$ cat src/hdl/hso_pkg.sv
// Constants and carrier types for the hot-plug slot serial output control block.
// Assumes a single core clock; pin-side signals are synchronised before use, except the fault override and NAND tree paths.
package hso_pkg;
   // Chain geometry: 8 bits per slot, two slots per device
   localparam int HSO_SLOT_W = 8;
   localparam int HSO_SR_W = 16;
   localparam int HSO_NSLOT = 2;
   // Slot A byte arrives last, so it rests in the upper byte
   localparam int HSO_A_BASE = 8;
   localparam int HSO_B_BASE = 0;
   // Bit positions inside a slot control byte
   localparam int HSO_B_PWR = 0;
   localparam int HSO_B_CLK = 1;
   localparam int HSO_B_BUS = 2;
   localparam int HSO_B_RST = 3;
   localparam int HSO_B_PLED = 4;
   localparam int HSO_B_ALED = 5;
   // NAND tree length
   localparam int HSO_NAND_N = 33;
   // Synchroniser lane indices
   localparam int HSO_SY_SHIFT = 0;
   localparam int HSO_SY_CTL = 1;
   localparam int HSO_SY_RLC = 2;
   localparam int HSO_SY_DIN = 3;
   localparam int HSO_SY_PG = 4;
   localparam int HSO_SY_TEST = 5;
   localparam int HSO_SY_MHI = 6;
   localparam int HSO_SY_MLO = 7;
   localparam int HSO_SY_FLT = 8;
   localparam int HSO_SY_CIN = 10;
   localparam int HSO_SY_W = 11;
   // Register map (byte addresses)
   localparam logic [4:0] HSO_REG_STATE = 5'h00;
   localparam logic [4:0] HSO_REG_IRQ_STAT = 5'h04;
   localparam logic [4:0] HSO_REG_IRQ_MASK = 5'h08;
   localparam logic [4:0] HSO_REG_SHIFT = 5'h0c;
   // Interrupt status bits
   localparam int HSO_EV_CTL = 0;
   localparam int HSO_EV_RLC = 1;
   localparam int HSO_EV_FLTA = 2;
   localparam int HSO_EV_FLTB = 3;
   localparam int HSO_EV_PG = 4;
   localparam int HSO_EV_W = 5;
   localparam logic [HSO_EV_W-1:0] HSO_MASK_RST = 5'h00;
   // STATE register field positions
   localparam int HSO_ST_MODE = 0;
   localparam int HSO_ST_RTT = 5;
   localparam int HSO_ST_MLO = 6;
   localparam int HSO_ST_MHI = 7;
   localparam int HSO_ST_SLA = 8;
   localparam int HSO_ST_SLB = 16;

   typedef enum logic [4:0] {
      HSO_WAIT = 5'h01,
      HSO_OPER = 5'h02,
      HSO_NAND = 5'h04,
      HSO_TRI = 5'h08,
      HSO_RSVD = 5'h10
   } hso_mode_e;

   // Pin levels for one slot
   typedef struct packed {
      logic pwr_en;
      logic clk_en_n;
      logic bus_en_n;
      logic reset_n;
      logic pled;
      logic aled;
   } hso_slot_s;

   localparam hso_slot_s HSO_SLOT_INIT = '{pwr_en: 1'b0, clk_en_n: 1'b1, bus_en_n: 1'b1,
                                           reset_n: 1'b0, pled: 1'b1, aled: 1'b1};
endpackage

$ cat src/hdl/hso_out_ctrl.sv
// Serial-to-parallel slot output control for two hot-plug slots, with register slave.
// Assumes shift and latch clocks come from a remote controller and are far slower than
// i_core_clk (at least four core cycles per level), so they are sampled, not used as clocks.
//
// The register addresses and the Avalon-MM interface to the registers are this design's own decisions.
`timescale 1ns/1ps
module hso_out_ctrl (
   input wire logic i_core_clk,
   input wire logic i_reset_n,
   input wire logic i_out_shift_clock,
   input wire logic i_control_latch_clock,
   input wire logic i_slot_reset_latch_clock,
   input wire logic i_out_chain_data_in,
   input wire logic i_power_good,
   input wire logic i_test,
   input wire logic [1:0] i_pwr_fault_n,
   input wire logic [1:0] i_aux_fault_n,
   input wire logic i_in_chain_data_in,
   input wire logic [hso_pkg::HSO_NAND_N-1:0] i_nand_tree_pins,
   input wire logic i_out_chain_data_out_i,
   output logic o_out_chain_data_out_o,
   output logic o_out_chain_data_out_oe,
   input wire logic i_in_chain_data_out_i,
   output logic o_in_chain_data_out_o,
   output logic o_in_chain_data_out_oe,
   output hso_pkg::hso_slot_s [hso_pkg::HSO_NSLOT-1:0] o_slot,
   output logic o_pins_tristate,
   input wire logic [4:0] i_avs_address,
   input wire logic i_avs_read,
   input wire logic i_avs_write,
   input wire logic [31:0] i_avs_writedata,
   output logic [31:0] o_avs_readdata,
   output logic o_avs_waitrequest,
   output logic o_irq
);
   logic [hso_pkg::HSO_SY_W-1:0] sy_in;
   logic [hso_pkg::HSO_SY_W-1:0] sy1_q;
   logic [hso_pkg::HSO_SY_W-1:0] sy2_q;
   logic [hso_pkg::HSO_SY_W-1:0] sy3_q;
   logic sh_rise;
   logic ctl_rise;
   logic rlc_rise;
   logic pg_rise;
   logic pg_fall;
   logic [hso_pkg::HSO_SR_W-1:0] sr_q;
   hso_pkg::hso_mode_e mode_q;
   logic mlo_q;
   logic mhi_q;
   hso_pkg::hso_slot_s [hso_pkg::HSO_NSLOT-1:0] hold_q;
   logic [hso_pkg::HSO_NSLOT-1:0] fault_raw_n;
   logic [hso_pkg::HSO_NSLOT-1:0] fault_s_n;
   logic runtime_test;
   logic chain_in_q;
   logic [hso_pkg::HSO_NAND_N-1:0] nand_t;
   logic ack_q;
   logic req;
   logic rd_clr;
   logic [31:0] rdata_q;
   logic [hso_pkg::HSO_EV_W-1:0] stat_q;
   logic [hso_pkg::HSO_EV_W-1:0] mask_q;
   logic [hso_pkg::HSO_EV_W-1:0] ev;
   logic [31:0] state_word;

   // Every off-domain level except the fault override and NAND tree pins passes two flops; the third flop only feeds edge detection
   assign sy_in = {i_in_chain_data_in, i_pwr_fault_n & i_aux_fault_n, i_in_chain_data_out_i,
                   i_out_chain_data_out_i, i_test, i_power_good, i_out_chain_data_in,
                   i_slot_reset_latch_clock, i_control_latch_clock, i_out_shift_clock};

   always_ff @(posedge i_core_clk or negedge i_reset_n) begin
      if (!i_reset_n) begin
         sy1_q <= '0;
         sy2_q <= '0;
         sy3_q <= '0;
      end else begin
         sy1_q <= sy_in;
         sy2_q <= sy1_q;
         sy3_q <= sy2_q;
      end
   end

   assign sh_rise = sy2_q[hso_pkg::HSO_SY_SHIFT] & ~sy3_q[hso_pkg::HSO_SY_SHIFT];
   assign ctl_rise = sy2_q[hso_pkg::HSO_SY_CTL] & ~sy3_q[hso_pkg::HSO_SY_CTL];
   assign rlc_rise = sy2_q[hso_pkg::HSO_SY_RLC] & ~sy3_q[hso_pkg::HSO_SY_RLC];
   assign pg_rise = sy2_q[hso_pkg::HSO_SY_PG] & ~sy3_q[hso_pkg::HSO_SY_PG];
   assign pg_fall = ~sy2_q[hso_pkg::HSO_SY_PG] & sy3_q[hso_pkg::HSO_SY_PG];
   assign fault_s_n = sy2_q[hso_pkg::HSO_SY_FLT +: hso_pkg::HSO_NSLOT];

   // New bit enters at the top; the oldest bit leaves at the bottom toward downstream
   always_ff @(posedge i_core_clk or negedge i_reset_n) begin
      if (!i_reset_n) begin
         sr_q <= '0;
      end else if (sh_rise) begin
         sr_q <= {sy2_q[hso_pkg::HSO_SY_DIN], sr_q[hso_pkg::HSO_SR_W-1:1]};
      end
   end

   // Mode is decided once per power-good rise from the pin levels seen at that edge
   always_ff @(posedge i_core_clk or negedge i_reset_n) begin
      if (!i_reset_n) begin
         mode_q <= hso_pkg::HSO_WAIT;
         mlo_q <= 1'b0;
         mhi_q <= 1'b0;
      end else if (pg_fall) begin
         mode_q <= hso_pkg::HSO_WAIT;
      end else if (pg_rise && mode_q == hso_pkg::HSO_WAIT) begin
         mlo_q <= sy2_q[hso_pkg::HSO_SY_MLO];
         mhi_q <= sy2_q[hso_pkg::HSO_SY_MHI];
         case ({sy2_q[hso_pkg::HSO_SY_TEST], sy2_q[hso_pkg::HSO_SY_MHI],
                sy2_q[hso_pkg::HSO_SY_MLO]})
            3'h3: mode_q <= hso_pkg::HSO_OPER;
            3'h4: mode_q <= hso_pkg::HSO_NAND;
            3'h5: mode_q <= hso_pkg::HSO_TRI;
            default: mode_q <= hso_pkg::HSO_RSVD;
         endcase
      end
   end

   // Holding registers: init at power-good, otherwise change only on a latch edge
   generate
      for (genvar i = 0; i < hso_pkg::HSO_NSLOT; i++) begin : g_slot
         localparam int BASE = (i == 0) ? hso_pkg::HSO_A_BASE : hso_pkg::HSO_B_BASE;
         logic [hso_pkg::HSO_SLOT_W-1:0] byte_v;
         assign byte_v = sr_q[BASE +: hso_pkg::HSO_SLOT_W];

         always_ff @(posedge i_core_clk or negedge i_reset_n) begin
            if (!i_reset_n) begin
               hold_q[i] <= hso_pkg::HSO_SLOT_INIT;
            end else if (pg_rise) begin
               hold_q[i] <= hso_pkg::HSO_SLOT_INIT;
            end else if (mode_q == hso_pkg::HSO_OPER) begin
               if (ctl_rise) begin
                  hold_q[i].pwr_en <= byte_v[hso_pkg::HSO_B_PWR];
                  hold_q[i].clk_en_n <= ~byte_v[hso_pkg::HSO_B_CLK];
                  hold_q[i].bus_en_n <= ~byte_v[hso_pkg::HSO_B_BUS];
                  hold_q[i].pled <= byte_v[hso_pkg::HSO_B_PLED];
                  hold_q[i].aled <= byte_v[hso_pkg::HSO_B_ALED];
               end
               if (rlc_rise) begin
                  hold_q[i].reset_n <= byte_v[hso_pkg::HSO_B_RST];
               end
            end
         end

         // Fault path is combinational from the pins so it acts with no clock at all
         assign fault_raw_n[i] = i_pwr_fault_n[i] & i_aux_fault_n[i];
         always_comb begin
            o_slot[i] = hold_q[i];
            if (!fault_raw_n[i]) begin
               o_slot[i].reset_n = 1'b0;
               o_slot[i].clk_en_n = 1'b1;
               o_slot[i].bus_en_n = 1'b1;
            end
            if (runtime_test) begin
               o_slot[i].pled = hold_q[i].pwr_en;
               o_slot[i].aled = ~fault_s_n[i];
            end
         end
      end
   endgenerate

   assign runtime_test = (mode_q == hso_pkg::HSO_OPER) & sy2_q[hso_pkg::HSO_SY_TEST];

   // NAND chain in tester order; first stage sees a constant high
   assign nand_t[0] = ~i_nand_tree_pins[0];
   generate
      for (genvar k = 1; k < hso_pkg::HSO_NAND_N; k++) begin : g_nand
         assign nand_t[k] = ~(i_nand_tree_pins[k] & nand_t[k-1]);
      end
   endgenerate

   always_ff @(posedge i_core_clk or negedge i_reset_n) begin
      if (!i_reset_n) begin
         chain_in_q <= 1'b0;
      end else begin
         chain_in_q <= sy2_q[hso_pkg::HSO_SY_CIN];
      end
   end

   // Chain pins float until the mode is known, so mode straps can be read at power-good
   assign o_out_chain_data_out_o = sr_q[0];
   assign o_out_chain_data_out_oe = (mode_q == hso_pkg::HSO_OPER);
   assign o_in_chain_data_out_o = (mode_q == hso_pkg::HSO_NAND) ? nand_t[hso_pkg::HSO_NAND_N-1]
                                                               : chain_in_q;
   assign o_in_chain_data_out_oe = (mode_q == hso_pkg::HSO_OPER) ||
                                   (mode_q == hso_pkg::HSO_NAND);
   assign o_pins_tristate = (mode_q == hso_pkg::HSO_NAND) || (mode_q == hso_pkg::HSO_TRI);

   // Register slave: every access takes one wait cycle, answer at the second edge
   assign req = i_avs_read | i_avs_write;
   assign o_avs_waitrequest = req & ~ack_q;
   assign rd_clr = i_avs_read & ack_q & (i_avs_address == hso_pkg::HSO_REG_IRQ_STAT);

   assign state_word = {{(32 - hso_pkg::HSO_ST_SLB - 6){1'b0}}, hold_q[1],
                        2'b00, hold_q[0], mhi_q, mlo_q, runtime_test, mode_q};

   always_ff @(posedge i_core_clk or negedge i_reset_n) begin
      if (!i_reset_n) begin
         ack_q <= 1'b0;
      end else begin
         ack_q <= req & ~ack_q;
      end
   end

   always_ff @(posedge i_core_clk or negedge i_reset_n) begin
      if (!i_reset_n) begin
         rdata_q <= '0;
      end else if (i_avs_read && !ack_q) begin
         case (i_avs_address)
            hso_pkg::HSO_REG_STATE: rdata_q <= state_word;
            hso_pkg::HSO_REG_IRQ_STAT: rdata_q <= {27'h000_0000, stat_q};
            hso_pkg::HSO_REG_IRQ_MASK: rdata_q <= {27'h000_0000, mask_q};
            hso_pkg::HSO_REG_SHIFT: rdata_q <= {16'h0000, sr_q};
            default: rdata_q <= '0;
         endcase
      end
   end
   assign o_avs_readdata = rdata_q;

   always_ff @(posedge i_core_clk or negedge i_reset_n) begin
      if (!i_reset_n) begin
         mask_q <= hso_pkg::HSO_MASK_RST;
      end else if (i_avs_write && ack_q && i_avs_address == hso_pkg::HSO_REG_IRQ_MASK) begin
         mask_q <= i_avs_writedata[hso_pkg::HSO_EV_W-1:0];
      end
   end

   // A new event in the clearing cycle survives the read-clear
   assign ev = {pg_rise,
                ~fault_s_n[1] & sy3_q[hso_pkg::HSO_SY_FLT + 1],
                ~fault_s_n[0] & sy3_q[hso_pkg::HSO_SY_FLT],
                rlc_rise & (mode_q == hso_pkg::HSO_OPER),
                ctl_rise & (mode_q == hso_pkg::HSO_OPER)};

   always_ff @(posedge i_core_clk or negedge i_reset_n) begin
      if (!i_reset_n) begin
         stat_q <= '0;
      end else begin
         stat_q <= (rd_clr ? '0 : stat_q) | ev;
      end
   end
   assign o_irq = |(stat_q & mask_q);
endmodule

$ cat config.mk
export PLATFORM = sky130hd
export DESIGN_NAME = hso_out_ctrl
export DESIGN_NICKNAME = d
export VERILOG_FILES = /design/src/hdl/hso_pkg.sv /design/src/hdl/hso_out_ctrl.sv
export SDC_FILE = /design/constraint.sdc
export NUM_CORES = 1
export LEC_CHECK = 0
export BUFFER_PORTS_ARGS = -buffer_cell sky130_fd_sc_hd__buf_2
export CAP_MARGIN = 20
export CORE_MARGIN = 2
export CORE_UTILIZATION = 56
export CTS_BUF_LIST = sky130_fd_sc_hd__clkbuf_4 sky130_fd_sc_hd__clkbuf_8
export CTS_CLUSTER_SIZE = 30
export DETAILED_ROUTE_END_ITERATION = 10
export PLACE_DENSITY = 0.94
export SLEW_MARGIN = 20
export SYNTH_ARGS = -nofsm -noshare
export SYNTH_HDL_FRONTEND = slang
export SYNTH_SLANG_ARGS = --single-unit
$ cat constraint.sdc
create_clock -name i_core_clk -period 4.9 [get_ports i_core_clk]
set_clock_uncertainty 0.15 [all_clocks]
set_input_delay 0.245 -clock i_core_clk [delete_from_list [all_inputs] [get_ports i_core_clk]]
set_output_delay 0.245 -clock i_core_clk [all_outputs]
set_load 0.01 [all_outputs]
==> impl_results.md <==
- Status: complete, no violations
- Final Critical Period: 2.56 ns
- Worst-skew pair later-pin latency: between 0.3 and 0.4 ns
- FF-to-FF Start: mode_q[4]
- Post-Synth Adder-Cell Area: 0
- Pleak: 0.00246 uW
- H-tree depth: 3
- Most frequent cells in the layout: 99 x buf_2, 88 x dfrtp_1, 51 x nand2_1
- IO Port Bufs: 100
- Initial Util: 0.583
- Fmax: just under 0.4 GHz
- Multiplexer share of the synthesized area: 0.118
- Dominant combinational cell family by area after synthesis: simple AND/OR/NAND/NOR gates
- P&R area growth vs syn: 22.9%
- VDD IR max: 0.000185 V
- Worst Setup SP: mode_q[4]
- Beginning of the worst hold path: i_aux_fault_n[0]
- Clock-pin slew on the worst setup and hold paths: approximately 0.090 ns
- Worst path cell trace: nor4_2 > nand2_1 > inv_2 > nand2_1 > mux2_2 > buf_2
- Most used cell, CP: nand2_1
- Fin crit share: 0.523
- Die Y: around 89 um
- Total power: approximately 1900 uW
- Slew Limit Headroom: 0.337
- Antenna diode count: 0
- DRT Pass-1 Iters: 4
- Seq/Total Area, Yosys: 0.608
- YS warnings: 0
- Synth Area in XOR/XNOR: 0.00219
- Worst EP arrival: 2.17 ns
- Via count: 2957
- CTS tree: yes
- Final Wtd Congestion: 0.847
- Core region area: 6870 sq um
- Simple-gate share of the synthesized area: 0.122
- Max-Cap Viols: 0
- CP max stage cell: dfrtp_1
- DRC Markers: 0
- Hold WC Path Type: in -> reg
- Drt total wl: between 8000 and 9000 um
- Seq cells post-synth: 97
- Commonest non-fill, non-tap cell in the layout: buf_2
- Critical Path End Type: output pin
- GR Util All Layers: 0.251
- First-pass GRT wire length: roughly 15000 um
- Share of cells above drive strength 1: 0.369
- Largest net degree at the start of global routing: 67
- CP max stage delay: approximately 0.44 ns
- Distinct cells, synth: 43
- Placement Setup Slack: roughly 2.8 ns
- Hold Vio Cnt, Final: 0
- Vias in the first global route: just under 3000
- Wire per inst: 16.2 um
- Iter 0 DRT Violations: around 230
- Layer with the highest usage: met2
- Setup TNS: 0 ns
- Post-Synthesis Cells: 331
- Vias/cell: 5.42
- Routed Antenna Nets: 0
- PwrDens: between 300 and 400 nW/um^2
- Setup violators final: 0
- Nets@finish: roughly 530
- Slew Viols, Final: 0
- Root Buffer: clkbuf_8
- Placed cell area: 4530 sq um
- Cts bufs inserted: 9
- Met2 GRT Util: 0.406
- Initial antenna violation count: 0
- Die area: about 7800 sq um
- Cell area after synthesis: between 4000 and 5000 sq um
- Synth Area in Compound Gates: 0.0980
- RSZ-0062 raised after global routing: no
- Final setup margin: ~2.3 ns
- Crit-path max FO: 6
- Critical Path Start Type: flip-flop
- Ports: between 100 and 150
- DP HPWL: 5970 um
- Setup CP Type: reg -> out
- CP required: between 4 and 5 ns
- Cell Rows: 30
- CTS Buffer Depth: 2
- Syn Area/Cell: roughly 12 sq um
- Final instance area: 4920 sq um
- Die W: 88.6 um
- Met3 Track Usage GR: 0.0532
- Clock tree sinks: 97
- M1 GR Usage: 0.316
- Worst-Margin Slew: roughly 1 ns
- GRT overflow: 0
-- power by group --
group / internal (uW) / total, uW / switching [uW]
clock: 339 / 611 / 272
combinational: 133 / 248 / 115
sequential: 904 / 1010 / 102
-- stage by stage --
stage	hold slack, ns	instances	util
final	0.0140	546	0.717
after global routing	0.0219	546	0.717
after CTS	0.000164	546	0.717
after detailed placement	0.0440	515	0.660
after global placement	0.0376	515	0.660
after floorplan	-0.201	340	-
-- registers in the layout, indices dropped and copies added, names as in the netlist --
register / count
hold_q: 10
mlo_q: 1
ack_q: 1
o_avs_readdata: 22
sy3_q: 6
chain_in_q: 1
sy2_q: 11
sr_q: 16
mask_q: 5
mhi_q: 1
sy1_q: 11
o_slot: 2
stat_q: 5
mode_q: 5
-- cells by family (layout without fill, tap and decap cells) --
logic type	count (synthesis)	count (layout)
multiplexers	38	38
XOR/XNOR	1	1
AND/OR/NAND/NOR	97	97
AO/OA/AOI/OAI	60	60
buffers and inverters	37	147
other	1	10
flip-flops	97	97
-- worst max-delay path, delay by kind of cell, from the launching register on --
kind	cells	cell delay, ns
AND/OR/NAND/NOR	3	0.74
flip-flops	1	0.44
multiplexers	1	0.34
buffers and inverters	2	0.29
-- worst paths after layout --
check                            endpoint  cells past startpoint  slack [ns]
worst max-delay path            o_slot[7]                      6        2.34
worst min-delay path             sy1_q[8]                      2        0.01
worst max register to register  hold_q[8]                      5        2.95
worst min register to register   sy2_q[6]                      0        0.20
max in group asynchronous       mode_q[4]                      3        3.28
min in group asynchronous        sy2_q[8]                      2        0.18
-- cell usage after synthesis --
cell,instances,area share
o21bai_1,1,0.0019
a41oi_1,3,0.0066
nand2b_1,6,0.0094
conb_1,1,0.00094
a22oi_1,9,0.017
a211oi_1,1,0.0019
a222oi_1,1,0.0025
clkbuf_1,5,0.0047
nand4_1,3,0.0047
a22o_1,5,0.011
buf_2,5,0.0062
nand3b_4,1,0.0050
mux2i_1,8,0.020
buf_4,13,0.024
o21ai_1,1,0.0012
nor2b_1,5,0.0078
nor2_1,11,0.010
nand3_1,5,0.0062
xnor2_1,1,0.0022
inv_1,12,0.011
or3_1,1,0.0016
a311oi_1,1,0.0022
o21ai_0,26,0.032
mux2_2,25,0.070
a32oi_1,1,0.0022
dfrtp_1,88,0.55
nor4_1,2,0.0031
and3_1,3,0.0047
nor3b_2,2,0.0062
dfstp_2,9,0.059
a211o_1,1,0.0022
and2_1,2,0.0031
nor3_2,3,0.0075
nor4_2,1,0.0031
nor3_1,1,0.0012
o221ai_1,1,0.0022
a21oi_1,3,0.0037
nand2_1,51,0.048
a21o_1,2,0.0037
mux4_2,5,0.028
inv_2,1,0.00094
buf_6,1,0.0028
o211ai_1,4,0.0075
-- cell type report --
type / instances / area (sq um)
Clock buffer: 9 / 124
Clock inverter: 7 / 116
Fill cell: 483 / 1940
Inverter: 13 / 48.8
Multi-Input combinational cell: 206 / 1400
Sequential cell: 97 / 2440
Tap cell: 96 / 120
Timing Repair Buffer: 118 / 676
-- routing by layer --
metal,up-vias,part of all wire
li1,1369,-
met1,1450,0.41
met2,110,0.50
met3,28,0.052
met4,0,0.039
met5,-,0
-- repair_timing --
action | in CTS | in global routing
hold buffers | 15 | 0
setup buffers | 0 | 0
hold endpoints to repair | 45 | 0
resized for setup | 0 | 0
Note: power is estimated with default switching activity, not from simulation.
